--- config.mk ---
export PLATFORM = sky130hd
export DESIGN_NAME = csf_status
export DESIGN_NICKNAME = d
export VERILOG_FILES = /design/src/csf_pkg.sv /design/src/csf_status.sv
export SDC_FILE = /design/constraint.sdc
export NUM_CORES = 1
export LEC_CHECK = 0
export ABC_AREA = 1
export BUFFER_PORTS_ARGS = -buffer_cell sky130_fd_sc_hd__buf_2
export CORE_MARGIN = 3
export CORE_UTILIZATION = 51
export DETAILED_ROUTE_END_ITERATION = 16
export GPL_TIMING_DRIVEN = 0
export PLACE_DENSITY = 0.77
export SKIP_CTS_REPAIR_TIMING = 1
export SYNTH_ARGS = -nofsm -noshare
export SYNTH_HDL_FRONTEND = slang
export SYNTH_SLANG_ARGS = --single-unit
--- constraint.sdc ---
create_clock -name clk -period 1.64 [get_ports clk]
set_clock_uncertainty 0.15 [all_clocks]
set_input_delay 0.246 -clock clk [delete_from_list [all_inputs] [get_ports clk]]
set_output_delay 0.246 -clock clk [all_outputs]
set_load 0.005 [all_outputs]
--- src/csf_pkg.sv ---
// Package for the channel status and interrupt flag block
// Operation
// - Empty flags bits 0 and 4 high when FIFO holds nothing; idle reads 0x13
// - Full flags bits 2 and 6 high while no free location remains
// - Receive FIFO flags use FIFO storage only, not the four-stage pipeline
// - Receive almost-full bit 5 set when FIFO count exceeds fill threshold
// - Transmit almost-empty bit 1 set when count at or below drain threshold
// - Live transmit level bit 8 set while transmit count below drain threshold
// - Live receive level bit 9 set while FIFO plus pipeline above fill threshold
// - Sticky bit 10 set on transmit count falling below threshold; write one clears
// - Sticky bit 11 set on receive count rising above threshold; write one clears
// - DMA error bits 12 and 13 latch on aborts or bad direction; write one clears
// - DMA interrupt bits 14 and 15 latch on list completion until serviced
// - Sticky transmit-complete bit 16 set on programmed length reached
// - LVDS and RS485 channels: bit 17 latches receive end: valid strobe drop or frame signal
// - Manchester channel: bit 17 flags decode error after lock
// - UART channel: bit 17 sticky stop level error; write one clears
// - UART with parity: bit 19 sticky parity mismatch; write one clears
// - Sticky receive overflow bit 18 when storing into full FIFO
// - Non-UART: sticky transmit underflow bit 19 when reading empty FIFO
// - Bits 20 and 21 report receive and transmit idle states
// - Bits 22 and 23 report burst-out and burst-in DMA idle
// - Bit 30 is masked OR of non-DMA sources and control force bit 4, before master enable
// - Bit 31 combines local and DMA interrupts gated by master enable
// - Channel interrupt enable passes non-DMA sources only when set
package csf_pkg;
   localparam logic [7:0] CSF_STATUS_ADDR = 8'h04;
   localparam logic [7:0] CSF_CTRL_ADDR = 8'h00;
   localparam logic [7:0] CSF_TXLVL_ADDR = 8'h14;
   localparam logic [7:0] CSF_RXLVL_ADDR = 8'h18;
   localparam logic [7:0] CSF_SRCEN_ADDR = 8'h1C;
   localparam int B_TX_EMPTY = 0;
   localparam int B_TX_AE = 1;
   localparam int B_TX_FULL = 2;
   localparam int B_RX_EMPTY = 4;
   localparam int B_RX_AF = 5;
   localparam int B_RX_FULL = 6;
   localparam int B_TX_LVL = 8;
   localparam int B_RX_LVL = 9;
   localparam int B_TX_LAT = 10;
   localparam int B_RX_LAT = 11;
   localparam int B_WDMA_ERR = 12;
   localparam int B_RDMA_ERR = 13;
   localparam int B_WDMA_INT = 14;
   localparam int B_RDMA_INT = 15;
   localparam int B_TX_DONE = 16;
   localparam int B_RX_DONE = 17;
   localparam int B_RX_OVF = 18;
   localparam int B_TX_UNF = 19;
   localparam int B_RX_IDLE = 20;
   localparam int B_TX_IDLE = 21;
   localparam int B_BO_IDLE = 22;
   localparam int B_BI_IDLE = 23;
   localparam int B_LOCAL = 30;
   localparam int B_INT = 31;
   localparam int C_FORCE = 4;
   localparam int C_CHAN_IE = 3;
   localparam int C_WDMA_IE = 5;
   localparam int C_RDMA_IE = 6;
   localparam int C_MASTER_IE = 7;
   localparam logic [31:0] CSF_CTRL_RESET = 32'h0000_0000;
   localparam logic [15:0] CSF_LVL_RESET = 16'h0000;
   localparam logic [31:0] CSF_SRCEN_RESET = 32'h0000_0000;
   localparam logic [31:0] CSF_STICKY_MASK = 32'h000F_FC00;
   localparam logic [31:0] CSF_NONDMA_SRC = 32'h000F_0F00;
   localparam int CSF_PIPE_DEPTH = 4;
   typedef enum {CSF_LVDS, CSF_RS485, CSF_UART, CSF_MANCH} csf_chan_t;
   typedef struct packed {
      logic rx_end;
      logic biphase_decode_error;
      logic uart_stop_level_error;
      logic uart_parity_mismatch;
      logic tx_done;
      logic rx_store_full;
      logic tx_read_empty;
      logic rx_idle;
      logic tx_idle;
   } csf_engine_t;
   typedef struct packed {
      logic wr_err;
      logic rd_err;
      logic wr_done;
      logic rd_done;
      logic burst_in_idle;
      logic burst_out_idle;
   } csf_dma_t;
endpackage

--- src/csf_status.sv ---
// Channel status register with sticky flags and interrupt combine
//
// The plain strobed port and the placing of the registers are this design's own decisions.
`timescale 1ns/1ps
module csf_status import csf_pkg::*; #(
   parameter int CNT_W = 16,
   parameter csf_chan_t CHAN = CSF_LVDS,
   parameter logic PARITY_EN = 1'b0
) (
   // Clock and reset
   input wire logic clk,
   input wire logic nrst,
   // Register port
   input wire logic [7:0] addr,
   input wire logic [31:0] wdata,
   input wire logic wr,
   input wire logic rd,
   output logic [31:0] rdata,
   // FIFO state
   input wire logic [CNT_W-1:0] tx_count,
   input wire logic tx_full,
   input wire logic [CNT_W-1:0] rx_fifo_count,
   input wire logic [2:0] rx_pipe_count,
   input wire logic rx_full,
   // Engine and DMA events
   input wire csf_engine_t eng,
   input wire csf_dma_t dma,
   // Interrupt out
   output logic chan_irq
);
   if (CNT_W < 4 || CNT_W > 16) begin : g_bad_cnt_w
      $error("CNT_W out of range");
   end

   logic [31:0] ctrl;
   logic [15:0] transmit_drain_threshold;
   logic [15:0] receive_fill_threshold;
   logic [31:0] src_en;
   logic [31:0] sticky;
   logic tx_lvl_d;
   logic rx_lvl_d;
   logic [31:0] status;
   logic [CNT_W:0] rx_comb;
   logic tx_drain_live_level;
   logic rx_fill_live_level;
   logic local_int;
   logic [31:0] set_ev;
   logic [31:0] clr;

   assign rx_comb = {1'b0, rx_fifo_count} + {{(CNT_W-2){1'b0}}, rx_pipe_count};
   assign tx_drain_live_level = {16'h0000, tx_count} < {16'h0000, transmit_drain_threshold};
   assign rx_fill_live_level = {15'h0000, rx_comb} > {16'h0000, receive_fill_threshold};

   // Control, levels and source enables
   always_ff @(posedge clk or negedge nrst) begin
      if (!nrst) begin
         ctrl <= CSF_CTRL_RESET;
         transmit_drain_threshold <= CSF_LVL_RESET;
         receive_fill_threshold <= CSF_LVL_RESET;
         src_en <= CSF_SRCEN_RESET;
      end else if (wr) begin
         if (addr == CSF_CTRL_ADDR) begin
            ctrl <= wdata;
         end
         if (addr == CSF_TXLVL_ADDR) begin
            transmit_drain_threshold <= wdata[15:0];
         end
         if (addr == CSF_RXLVL_ADDR) begin
            receive_fill_threshold <= wdata[15:0];
         end
         if (addr == CSF_SRCEN_ADDR) begin
            src_en <= wdata;
         end
      end
   end

   // Level history for crossing detect
   always_ff @(posedge clk or negedge nrst) begin
      if (!nrst) begin
         tx_lvl_d <= 1'b0;
         rx_lvl_d <= 1'b0;
      end else begin
         tx_lvl_d <= tx_drain_live_level;
         rx_lvl_d <= rx_fill_live_level;
      end
   end

   // Event sources
   always_comb begin
      set_ev = 32'h0000_0000;
      set_ev[B_TX_LAT] = tx_drain_live_level && !tx_lvl_d;
      set_ev[B_RX_LAT] = rx_fill_live_level && !rx_lvl_d;
      set_ev[B_WDMA_ERR] = dma.wr_err;
      set_ev[B_RDMA_ERR] = dma.rd_err;
      set_ev[B_WDMA_INT] = dma.wr_done;
      set_ev[B_RDMA_INT] = dma.rd_done;
      set_ev[B_TX_DONE] = eng.tx_done;
      unique case (CHAN)
         CSF_UART: begin
            set_ev[B_RX_DONE] = eng.uart_stop_level_error;
            set_ev[B_TX_UNF] = PARITY_EN && eng.uart_parity_mismatch;
         end
         CSF_MANCH: begin
            set_ev[B_RX_DONE] = eng.biphase_decode_error;
            set_ev[B_TX_UNF] = eng.tx_read_empty;
         end
         CSF_LVDS, CSF_RS485: begin
            set_ev[B_RX_DONE] = eng.rx_end;
            set_ev[B_TX_UNF] = eng.tx_read_empty;
         end
      endcase
      set_ev[B_RX_OVF] = eng.rx_store_full;
   end

   assign clr = (wr && addr == CSF_STATUS_ADDR) ? (wdata & CSF_STICKY_MASK) : 32'h0000_0000;

   // Sticky latches, set wins over clear
   always_ff @(posedge clk or negedge nrst) begin
      if (!nrst) begin
         sticky <= 32'h0000_0000;
      end else begin
         sticky <= ((sticky & ~clr) | set_ev) & CSF_STICKY_MASK;
      end
   end

   // Local and channel interrupt
   always_comb begin
      local_int = (|(status & src_en & CSF_NONDMA_SRC)) || ctrl[C_FORCE];
   end

   always_comb begin
      status = sticky;
      status[B_TX_EMPTY] = (tx_count == '0);
      status[B_TX_AE] = {16'h0000, tx_count} <= {16'h0000, transmit_drain_threshold};
      status[B_TX_FULL] = tx_full;
      status[B_RX_EMPTY] = (rx_fifo_count == '0);
      status[B_RX_AF] = {16'h0000, rx_fifo_count} > {16'h0000, receive_fill_threshold};
      status[B_RX_FULL] = rx_full;
      status[B_TX_LVL] = tx_drain_live_level;
      status[B_RX_LVL] = rx_fill_live_level;
      status[B_RX_IDLE] = eng.rx_idle;
      status[B_TX_IDLE] = eng.tx_idle;
      status[B_BO_IDLE] = dma.burst_out_idle;
      status[B_BI_IDLE] = dma.burst_in_idle;
   end

   logic chan_int;
   assign chan_int = ctrl[C_MASTER_IE] && ((ctrl[C_CHAN_IE] && local_int)
      || (ctrl[C_WDMA_IE] && sticky[B_WDMA_INT]) || (ctrl[C_RDMA_IE] && sticky[B_RDMA_INT]));

   // Read data, one cycle after strobe
   always_ff @(posedge clk or negedge nrst) begin
      if (!nrst) begin
         rdata <= 32'h0000_0000;
      end else if (rd) begin
         unique case (addr)
            CSF_STATUS_ADDR: rdata <= {chan_int, local_int, status[29:0]};
            CSF_CTRL_ADDR: rdata <= ctrl;
            CSF_TXLVL_ADDR: rdata <= {16'h0000, transmit_drain_threshold};
            CSF_RXLVL_ADDR: rdata <= {16'h0000, receive_fill_threshold};
            CSF_SRCEN_ADDR: rdata <= src_en;
            default: rdata <= 32'h0000_0000;
         endcase
      end else begin
         rdata <= 32'h0000_0000;
      end
   end

   always_ff @(posedge clk or negedge nrst) begin
      if (!nrst) begin
         chan_irq <= 1'b0;
      end else begin
         chan_irq <= chan_int;
      end
   end

   // Checks
   property p_tx_empty;
      @(posedge clk) disable iff (!nrst) rd && addr == CSF_STATUS_ADDR && tx_count == '0 |=> rdata[B_TX_EMPTY];
   endproperty
   a_tx_empty: assert property (p_tx_empty) else $error("tx empty wrong");
   property p_full;
      @(posedge clk) disable iff (!nrst) rd && addr == CSF_STATUS_ADDR |=> rdata[B_RX_FULL] == $past(rx_full);
   endproperty
   a_full: assert property (p_full) else $error("rx full wrong");
   property p_txlat;
      @(posedge clk) disable iff (!nrst) !tx_lvl_d && tx_drain_live_level |=> sticky[B_TX_LAT];
   endproperty
   a_txlat: assert property (p_txlat) else $error("tx latch missed");
   property p_rxlat_hold;
      @(posedge clk) disable iff (!nrst) sticky[B_RX_LAT] && !clr[B_RX_LAT] |=> sticky[B_RX_LAT];
   endproperty
   a_rxlat_hold: assert property (p_rxlat_hold) else $error("rx latch dropped");
   property p_ovf;
      @(posedge clk) disable iff (!nrst) eng.rx_store_full |=> sticky[B_RX_OVF];
   endproperty
   a_ovf: assert property (p_ovf) else $error("overflow missed");
   property p_derr;
      @(posedge clk) disable iff (!nrst) dma.wr_err ##1 !clr[B_WDMA_ERR] |=> sticky[B_WDMA_ERR];
   endproperty
   a_derr: assert property (p_derr) else $error("dma error lost");
   property p_irq;
      @(posedge clk) disable iff (!nrst) !ctrl[C_MASTER_IE] |=> !chan_irq;
   endproperty
   a_irq: assert property (p_irq) else $error("irq without master enable");
   property p_done;
      @(posedge clk) disable iff (!nrst) eng.tx_done |=> sticky[B_TX_DONE];
   endproperty
   a_done: assert property (p_done) else $error("tx done missed");

   property p_rx_empty;
      @(posedge clk) disable iff (!nrst) rd && addr == CSF_STATUS_ADDR |=> rdata[B_RX_EMPTY] == $past(rx_fifo_count == '0);
   endproperty
   a_rx_empty: assert property (p_rx_empty) else $error("rx empty wrong");

   property p_tx_full;
      @(posedge clk) disable iff (!nrst) rd && addr == CSF_STATUS_ADDR |=> rdata[B_TX_FULL] == $past(tx_full);
   endproperty
   a_tx_full: assert property (p_tx_full) else $error("tx full wrong");

   property p_rx_af;
      @(posedge clk) disable iff (!nrst)
         rd && addr == CSF_STATUS_ADDR |=> rdata[B_RX_AF] == $past(rx_fifo_count > receive_fill_threshold);
   endproperty
   a_rx_af: assert property (p_rx_af) else $error("rx almost full wrong");

   property p_tx_ae;
      @(posedge clk) disable iff (!nrst)
         rd && addr == CSF_STATUS_ADDR |=> rdata[B_TX_AE] == $past(tx_count <= transmit_drain_threshold);
   endproperty
   a_tx_ae: assert property (p_tx_ae) else $error("tx almost empty wrong");

   property p_tx_lvl;
      @(posedge clk) disable iff (!nrst)
         rd && addr == CSF_STATUS_ADDR |=> rdata[B_TX_LVL] == $past(tx_count < transmit_drain_threshold);
   endproperty
   a_tx_lvl: assert property (p_tx_lvl) else $error("tx live level wrong");

   property p_rx_lvl;
      @(posedge clk) disable iff (!nrst)
         rd && addr == CSF_STATUS_ADDR |=> rdata[B_RX_LVL] == $past(rx_comb > receive_fill_threshold);
   endproperty
   a_rx_lvl: assert property (p_rx_lvl) else $error("rx live level wrong");

   property p_rxlat;
      @(posedge clk) disable iff (!nrst) !rx_lvl_d && rx_fill_live_level |=> sticky[B_RX_LAT];
   endproperty
   a_rxlat: assert property (p_rxlat) else $error("rx latch missed");

   property p_txlat_hold;
      @(posedge clk) disable iff (!nrst) sticky[B_TX_LAT] && !clr[B_TX_LAT] |=> sticky[B_TX_LAT];
   endproperty
   a_txlat_hold: assert property (p_txlat_hold) else $error("tx latch dropped");

   property p_txlat_clear;
      @(posedge clk) disable iff (!nrst) clr[B_TX_LAT] && !set_ev[B_TX_LAT] |=> !sticky[B_TX_LAT];
   endproperty
   a_txlat_clear: assert property (p_txlat_clear) else $error("tx latch not cleared");

   property p_rderr;
      @(posedge clk) disable iff (!nrst) dma.rd_err |=> sticky[B_RDMA_ERR];
   endproperty
   a_rderr: assert property (p_rderr) else $error("read dma error missed");

   property p_wdone;
      @(posedge clk) disable iff (!nrst) dma.wr_done |=> sticky[B_WDMA_INT];
   endproperty
   a_wdone: assert property (p_wdone) else $error("write dma done missed");

   property p_rdone;
      @(posedge clk) disable iff (!nrst) dma.rd_done |=> sticky[B_RDMA_INT];
   endproperty
   a_rdone: assert property (p_rdone) else $error("read dma done missed");

   property p_rx_end;
      @(posedge clk) disable iff (!nrst) (CHAN == CSF_LVDS || CHAN == CSF_RS485) && eng.rx_end |=> sticky[B_RX_DONE];
   endproperty
   a_rx_end: assert property (p_rx_end) else $error("rx complete missed");

   property p_biphase;
      @(posedge clk) disable iff (!nrst) CHAN == CSF_MANCH && eng.biphase_decode_error |=> sticky[B_RX_DONE];
   endproperty
   a_biphase: assert property (p_biphase) else $error("decode error missed");

   property p_stop;
      @(posedge clk) disable iff (!nrst) CHAN == CSF_UART && eng.uart_stop_level_error |=> sticky[B_RX_DONE];
   endproperty
   a_stop: assert property (p_stop) else $error("stop level error missed");

   property p_parity;
      @(posedge clk) disable iff (!nrst) CHAN == CSF_UART && PARITY_EN && eng.uart_parity_mismatch |=> sticky[B_TX_UNF];
   endproperty
   a_parity: assert property (p_parity) else $error("parity error missed");

   property p_unf;
      @(posedge clk) disable iff (!nrst) CHAN != CSF_UART && eng.tx_read_empty |=> sticky[B_TX_UNF];
   endproperty
   a_unf: assert property (p_unf) else $error("underflow missed");

   property p_rx_idle;
      @(posedge clk) disable iff (!nrst) rd && addr == CSF_STATUS_ADDR |=> rdata[B_RX_IDLE] == $past(eng.rx_idle);
   endproperty
   a_rx_idle: assert property (p_rx_idle) else $error("rx idle wrong");

   property p_tx_idle;
      @(posedge clk) disable iff (!nrst) rd && addr == CSF_STATUS_ADDR |=> rdata[B_TX_IDLE] == $past(eng.tx_idle);
   endproperty
   a_tx_idle: assert property (p_tx_idle) else $error("tx idle wrong");

   property p_bo_idle;
      @(posedge clk) disable iff (!nrst) rd && addr == CSF_STATUS_ADDR |=> rdata[B_BO_IDLE] == $past(dma.burst_out_idle);
   endproperty
   a_bo_idle: assert property (p_bo_idle) else $error("burst out idle wrong");

   property p_bi_idle;
      @(posedge clk) disable iff (!nrst) rd && addr == CSF_STATUS_ADDR |=> rdata[B_BI_IDLE] == $past(dma.burst_in_idle);
   endproperty
   a_bi_idle: assert property (p_bi_idle) else $error("burst in idle wrong");

   property p_local_off;
      @(posedge clk) disable iff (!nrst)
         rd && addr == CSF_STATUS_ADDR && !ctrl[C_FORCE] && src_en == 32'h0000_0000 |=> !rdata[B_LOCAL];
   endproperty
   a_local_off: assert property (p_local_off) else $error("local int without source");

   property p_force;
      @(posedge clk) disable iff (!nrst) rd && addr == CSF_STATUS_ADDR && ctrl[C_FORCE] |=> rdata[B_LOCAL];
   endproperty
   a_force: assert property (p_force) else $error("forced local int missing");

   property p_chan_ie;
      @(posedge clk) disable iff (!nrst) !ctrl[C_CHAN_IE] && !ctrl[C_WDMA_IE] && !ctrl[C_RDMA_IE] |=> !chan_irq;
   endproperty
   a_chan_ie: assert property (p_chan_ie) else $error("irq without any enable");

   property p_dma_irq;
      @(posedge clk) disable iff (!nrst) ctrl[C_MASTER_IE] && ctrl[C_WDMA_IE] && sticky[B_WDMA_INT] |=> chan_irq;
   endproperty
   a_dma_irq: assert property (p_dma_irq) else $error("dma irq missing");

   property p_rd_idle;
      @(posedge clk) disable iff (!nrst) !rd |=> rdata == 32'h0000_0000;
   endproperty
   a_rd_idle: assert property (p_rd_idle) else $error("read data outside read cycle");

   property p_spare;
      @(posedge clk) disable iff (!nrst) rd && addr == CSF_STATUS_ADDR |=> rdata[29:24] == 6'h00 && !rdata[7] && !rdata[3];
   endproperty
   a_spare: assert property (p_spare) else $error("spare status bit set");
   c_irq: cover property (@(posedge clk) disable iff (!nrst) chan_irq);
   c_clear: cover property (@(posedge clk) disable iff (!nrst) sticky[B_TX_LAT] ##1 !sticky[B_TX_LAT]);
   c_rxlat: cover property (@(posedge clk) disable iff (!nrst) set_ev[B_RX_LAT]);
   c_force: cover property (@(posedge clk) disable iff (!nrst) ctrl[C_FORCE] && chan_irq);
   c_ovf: cover property (@(posedge clk) disable iff (!nrst) sticky[B_RX_OVF]);
endmodule

==> flow_metrics.env, run 1 <==
export IMPL_status="finished, violations left"
export IMPL_violations="hold timing, setup timing"
export IMPL_rsz0062_at_grt="yes"
export IMPL_r2r_slack_ns=-0.65
export IMPL_crit_required_ns=1.85
export IMPL_grt_max_degree=90
export IMPL_hold_viol=5
export IMPL_clk_pin_slew_ns=0.06
export IMPL_finalSetupTns_ns=-6.806
export IMPL_port_buffers=125
export IMPL_diodes=0
export IMPL_tritoncts="built"
export IMPL_drive_above_1_share_pct=26.37
export IMPL_coreArea_um2=14040
export IMPL_gp_congestion=0.9311
export IMPL_hold_start="wdata[8]"
export IMPL_firstDrtPassIters=6
export IMPL_crit_type="in2reg"
export IMPL_cts_buffer_depth=2
export IMPL_cp_end_kind="flop"
export IMPL_r2r_start="receive_fill_threshold[8]"
export IMPL_r2r_end="rdata[31]"
export IMPL_slew_viol_final=0
export IMPL_finalCoreUtilization_pct=69.20
export IMPL_async_flop_share_pct=100.0
export IMPL_fp_dieH_um=126.5
export IMPL_die_w_um=126.5
export IMPL_die_area_um2=15990
export IMPL_rows=43
export IMPL_crit_fanout=4
export IMPL_synth_seq_cells=141
export IMPL_cts_made_buffers=17
export IMPL_ff2ff_path_depth=14
export IMPL_relSlewSlack_pct=63.48
export IMPL_finalCritPeriodShare_pct=169.6
export IMPL_dp_slack_ns=-1.748
export IMPL_first_iter_violations=647
export IMPL_grt_use_total_pct=26.53
export IMPL_crit_arrival_ns=2.99
export IMPL_timing_hold_ws_ns=-0.009415
export IMPL_setup_viol=10
export IMPL_clock_root_buffer="clkbuf_16"
export IMPL_wl_per_cell_um=17.69
export IMPL_dr_total_vias=7170
export IMPL_syn_area_um2=7400
export IMPL_cts_sinks=141
export IMPL_h_tree_depth=4
export IMPL_power_density_nw_per_um2=875.8
export IMPL_synth_distinct_cells=42
export IMPL_worst_slack_ns=-1.141
export IMPL_synthFlopType="dfrtp_1"
export IMPL_vias_per_cell=5.637
export IMPL_postRouteAntennaNets=0
export IMPL_critPathLaunchType="primary input"
export IMPL_maxCapViolCount=0
export IMPL_synth_nets=1031
export IMPL_area_growth_pct=31.32
export IMPL_grt_first_pass_wirelength_mm=33.37
export IMPL_leakage_nw=4.664
export IMPL_whs_path_depth=3
export IMPL_ys_seq_area_share_pct=47.68
export IMPL_worstHoldPathType="in2reg"
export IMPL_worstSkewPairLatency_ns=0.43
export IMPL_ioPinCount=129
export IMPL_avgSynthCellArea_um2=8.380
export IMPL_hold_end="receive_fill_threshold[8]"
export IMPL_nets=1227
export IMPL_overflow=0
export IMPL_antenna_found_initial=0
export IMPL_ys_warn_count=0
export IMPL_synth_edf_count=0
export IMPL_tightestPinTransition_ns=0.5478
export IMPL_ir_drop_v=0.0005061
export IMPL_initial_core_util_pct=52.70
export IMPL_totalWireLength_mm=22.50
export IMPL_grt_pass1_vias=6556
export IMPL_fin_crit_ns=2.781
export IMPL_post_synth_inst_count=883
export IMPL_drc_errors=0
export IMPL_max_freq_mhz=359.6
export IMPL_hpwl_mm=15.12
==> cell type report <==
class	instances	area (um2)
fillers	1105	4325
multi-input cells	594	3603
flip-flops and latches	141	3528
repair buffers	177	1144
inverters	117	439.2
clock buffers	17	425.4
well taps	180	225.2
plain buffers	31	200.2
clock inverters	15	151.4
==> cell families (layout without fill, tap and decap cells) <==
family	count (synthesis)	after routing	synth area share [%]
adder cells (fa/ha/maj)	52	52	8.894
AND/OR/NAND/NOR	323	323	18.38
AO/OA/AOI/OAI	207	207	15.69
flip-flops	141	141	47.68
buffers and inverters	148	357	7.930
XOR/XNOR	12	12	1.420
==> cell usage in the layout (no fill, tap or decap), types with 6 or more instances in the layout <==
cell,count
dfrtp_1,141
xor2_1,6
nor2_1,27
o21ai_1,51
inv_6,7
buf_2,130
ha_1,43
ha_4,8
nor4_1,7
dlygate4sd3_1,31
o21ai_0,65
nand2_1,223
nand3_1,14
nand2_2,18
inv_1,101
buf_6,9
clkbuf_16,17
inv_2,16
nor2_2,6
a21oi_1,37
a31oi_1,13
buf_4,23
a221oi_1,11
==> synth_stat cells, types with 4 or more instances <==
library cell / n / share of area [%]
nand2_1: 241 / 12
xnor2_1: 5 / 0.59
a221oi_1: 11 / 1.3
nor4_1: 7 / 0.59
a31oi_1: 14 / 1.2
a22oi_1: 4 / 0.41
a21oi_1: 43 / 2.9
nand2_2: 5 / 0.42
dfrtp_1: 141 / 48
ha_1: 51 / 8.6
buf_2: 19 / 1.3
o21ai_1: 48 / 3.2
nand4_1: 5 / 0.42
nor2_1: 31 / 1.6
clkbuf_1: 10 / 0.51
nand3_1: 18 / 1.2
o21ai_0: 69 / 4.7
inv_1: 112 / 5.7
inv_2: 5 / 0.25
xor2_1: 7 / 0.83
==> worst max-delay path: stages <==
cell and delay, ns:
buf_8 0.10, ha_4 0.28, nand3_2 0.07, nand2_2 0.08, nand2_2 0.07, nor2_4 0.15, nand4_4 0.12, nor2_4 0.14
nand2_2 0.06, nor3_2 0.12, xnor2_1 0.14, inv_1 0.08, ha_1 0.28, and3_4 0.19, nand2_1 0.05, nor2_1 0.11
nand2_1 0.07, nand2_2 0.08, nand3_2 0.09, nand2_4 0.10, nand2_4 0.05, nand2_1 0.09, nand3_2 0.10, a21oi_2 0.12
==> worst max-delay path by stage <==
| stage | startpoint | end | cells past startpoint |
|---|---|---|---|
| floorplan | rx_fifo_count[0] | rdata[31] | 22 |
| global placement | nrst | rdata[1] | 1 |
| detailed placement | rx_fifo_count[2] | rdata[31] | 23 |
| CTS | rx_fifo_count[2] | rdata[31] | 23 |
| global route | rx_fifo_count[2] | rdata[31] | 24 |
| finish | rx_fifo_count[2] | rdata[31] | 24 |
==> registers in the layout (all words and copies together) (netlist names) <==
| register | cells |
|---|---|
| receive_fill_threshold | 16 |
| rdata | 32 |
| tx_lvl_d | 1 |
| src_en | 32 |
| chan_irq | 1 |
| sticky | 10 |
| transmit_drain_threshold | 16 |
| rx_lvl_d | 1 |
| ctrl | 32 |
==> through the flow <==
step	power (W)	cell area (um2)	hold WS, ns	instances
final	0.008510	9717	-0.009415	1272
after global routing	0.008828	9717	0.003016	1272
after CTS	0.008289	8889	-0.3707	1221
after detailed placement	0.004565	8312	0.07898	1189
after global placement	0.004529	8278	0.2636	1188
after floorplan	0.004186	7427	-0.1996	883
==> routing by layer <==
layer  GRT usage (%)  vias up  wire [um]
li1                -     3306          -
met1           35.27     3373       8948
met2           41.87      410      10850
met3           6.316       81       1969
met4           11.17        0        738
met5               0        -          0
==> power by group <==
part | switching [W] | total (W) | internal, W
Combinational | 0.000595 | 0.00104 | 0.000449
Clock | 0.00165 | 0.00379 | 0.00214
Sequential | 0.0000847 | 0.00368 | 0.00360
Note: power is estimated with default switching activity, not from simulation.
==> run 2: changes to the inputs <==
--- a/config.mk
+++ b/config.mk
@@ -10,7 +10,6 @@
 export CORE_MARGIN = 3
 export CORE_UTILIZATION = 51
 export DETAILED_ROUTE_END_ITERATION = 16
-export GPL_TIMING_DRIVEN = 0
 export PLACE_DENSITY = 0.77
 export SKIP_CTS_REPAIR_TIMING = 1
 export SYNTH_ARGS = -nofsm -noshare
==> run 2 against run 1 <==
The run still ends with hold timing, setup timing left. Sequential power about the same. Non-clock buffer count increased by 82. Utilization grew 5.5 points. Hold slack got worse by 0.0069 ns. Die area is the same. Combinational power grew 16%. Largest cell class unchanged. Largest power group unchanged.
==> flow_metrics.env, run 2 (synthesis gave the netlist of run 1 again) <==
export IMPL_firstDrtPassIters=7
export IMPL_crit_arrival_ns=2.86
export IMPL_initial_core_util_pct=52.70
export IMPL_tritoncts="built"
export IMPL_fin_crit_ns=2.671
export IMPL_cts_made_buffers=17
export IMPL_totalWireLength_mm=23.52
export IMPL_vias_per_cell=5.502
export IMPL_placed_cells=1281
export IMPL_drive_above_1_share_pct=31.86
export IMPL_final_cell_mix="nand2_1 (229), dfrtp_1 (141), buf_4 (124), buf_2 (120), inv_1 (101)"
export IMPL_critPathBufInv=2
export IMPL_grt_max_degree=47
export IMPL_rows=43
export IMPL_violations="hold timing, setup timing"
export IMPL_ioPinCount=129
export IMPL_timing_hold_ws_ns=-0.01630
export IMPL_coreArea_um2=14040
export IMPL_postRouteAntennaNets=0
export IMPL_final_common_cell="nand2_1"
export IMPL_critPathLaunchType="primary input"
export IMPL_maxCapViolCount=0
export IMPL_leakage_nw=5.110
export IMPL_ir_drop_v=0.0007248
export IMPL_fill_cells=926
export IMPL_grt_pass1_vias=6998
export IMPL_power_density_nw_per_um2=846.0
export IMPL_grt_first_pass_wirelength_mm=34.28
export IMPL_dr_total_vias=7455
export IMPL_cts_sinks=141
export IMPL_overflow=0
export IMPL_path_cells="buf_8, ha_4, nand3_2, nand2_2, nand2_2, nor2_4, nand4_4, nor2_2, nand2_1, nor3_2, xnor2_1, inv_1, ha_1, and3_4, a21boi_2, nor2_2, nand2_2, nand3_2, nand2_2, nand2_2, nand2_1, nand3_2, a21oi_2"
export IMPL_gp_congestion=0.8749
export IMPL_area_growth_pct=41.80
export IMPL_first_iter_violations=697
export IMPL_h_tree_depth=4
export IMPL_cp_end_kind="flop"
export IMPL_worst_slack_ns=-1.031
export IMPL_die_w_um=126.5
export IMPL_worstHoldPathType="in2reg"
export IMPL_slew_viol_final=0
export IMPL_cts_buffer_depth=2
export IMPL_die_area_um2=15990
export IMPL_path_delay_family="simple AND/OR/NAND/NOR gates"
export IMPL_worstSkewPairLatency_ns=0.42
export IMPL_slowest_stage="ha_4"
export IMPL_rsz0062_at_grt="yes"
export IMPL_relSlewSlack_pct=69.04
export IMPL_hold_viol=4
export IMPL_grt_use_total_pct=27.02
export IMPL_nets=1309
export IMPL_reg_top3="ctrl x32, rdata x32, src_en x32"
export IMPL_setup_viol=11
export IMPL_hpwl_mm=15.09
export IMPL_clock_root_buffer="clkbuf_16"
export IMPL_clk_pin_slew_ns=0.06
export IMPL_critPathMaxStageDelay_ns=0.27
export IMPL_finalCritPeriodShare_pct=162.9
export IMPL_fp_dieH_um=126.5
export IMPL_port_buffers=125
export IMPL_status="finished, violations left"
export IMPL_antenna_found_initial=1
export IMPL_crit_fanout=3
export IMPL_tightestPinTransition_ns=0.4601
export IMPL_wl_per_cell_um=17.36
export IMPL_max_freq_mhz=374.3
export IMPL_crit_required_ns=1.83
export IMPL_stdcell_count=1355
export IMPL_drc_errors=0
export IMPL_path_common_cell="nand2_2"
export IMPL_crit_type="in2reg"
[run 2: area by class of cell]
cell class / instances / area, um2 / area share, %
clock inverters: 15 / 187.7 / 1.789
well taps: 180 / 225.2 / 2.146
clock buffers: 17 / 425.4 / 4.054
repair buffers: 290 / 2112 / 20.13
flip-flops and latches: 141 / 3528 / 33.63
multi-input cells: 594 / 3572 / 34.04
inverters: 117 / 439.2 / 4.186
diodes: 1 / 2.502 / 0.02385
[run 2: through the flow]
| step | setup slack [ns] | power, W | setup TNS [ns] | utilization, % | area [um2] |
|---|---|---|---|---|---|
| global route | -1.242 | 0.009224 | -7.921 | 74.72 | 10490 |
| global placement | -1.340 | 0.004710 | -21.73 | 65.58 | 9209 |
| CTS | -1.034 | 0.008696 | -6.692 | 69.95 | 9822 |
| detailed placement | -1.443 | 0.004743 | -24.18 | 65.58 | 9209 |
| finish | -1.031 | 0.008877 | -6.437 | 74.72 | 10490 |
| floorplan | -1.137 | 0.004186 | -6.032 | - | 7427 |
[run 2: where the power goes]
group | total [W] | leakage [nW] | switching [W] | internal, W
combinational | 0.00121 | 2.92 | 0.000633 | 0.000577
clock | 0.00399 | 0.291 | 0.00157 | 0.00242
sequential | 0.00368 | 1.90 | 0.0000823 | 0.00360
total | 0.00888 | 5.11 | 0.00229 | 0.00659
[run 2: worst paths after layout]
path                                             start    endpoint  slack, ns  cells past startpoint
max in group asynchronous                         nrst     ctrl[2]       0.66                      3
min reg2reg                                   rx_lvl_d  sticky[11]       0.31                      1
min                                          wdata[13]  src_en[13]      -0.02                      3
max reg2reg                transmit_drain_threshold[9]   rdata[31]      -0.57                     15
min in group asynchronous                         nrst    ctrl[29]       0.15                      2
max                                   rx_fifo_count[2]   rdata[31]      -1.03                     23
[run 2: routing by layer]
layer  global-route usage, %  part of all wire, %
met1                   34.80                   39
met2                   45.33                   50
met3                   5.095                  7.1
met4                   10.54                  4.1
met5                       0                    0
[run 2: worst min-delay path, stage by stage]
cell and delay [ns]:
buf_2 0.07, inv_1 0.07, o21ai_1 0.13
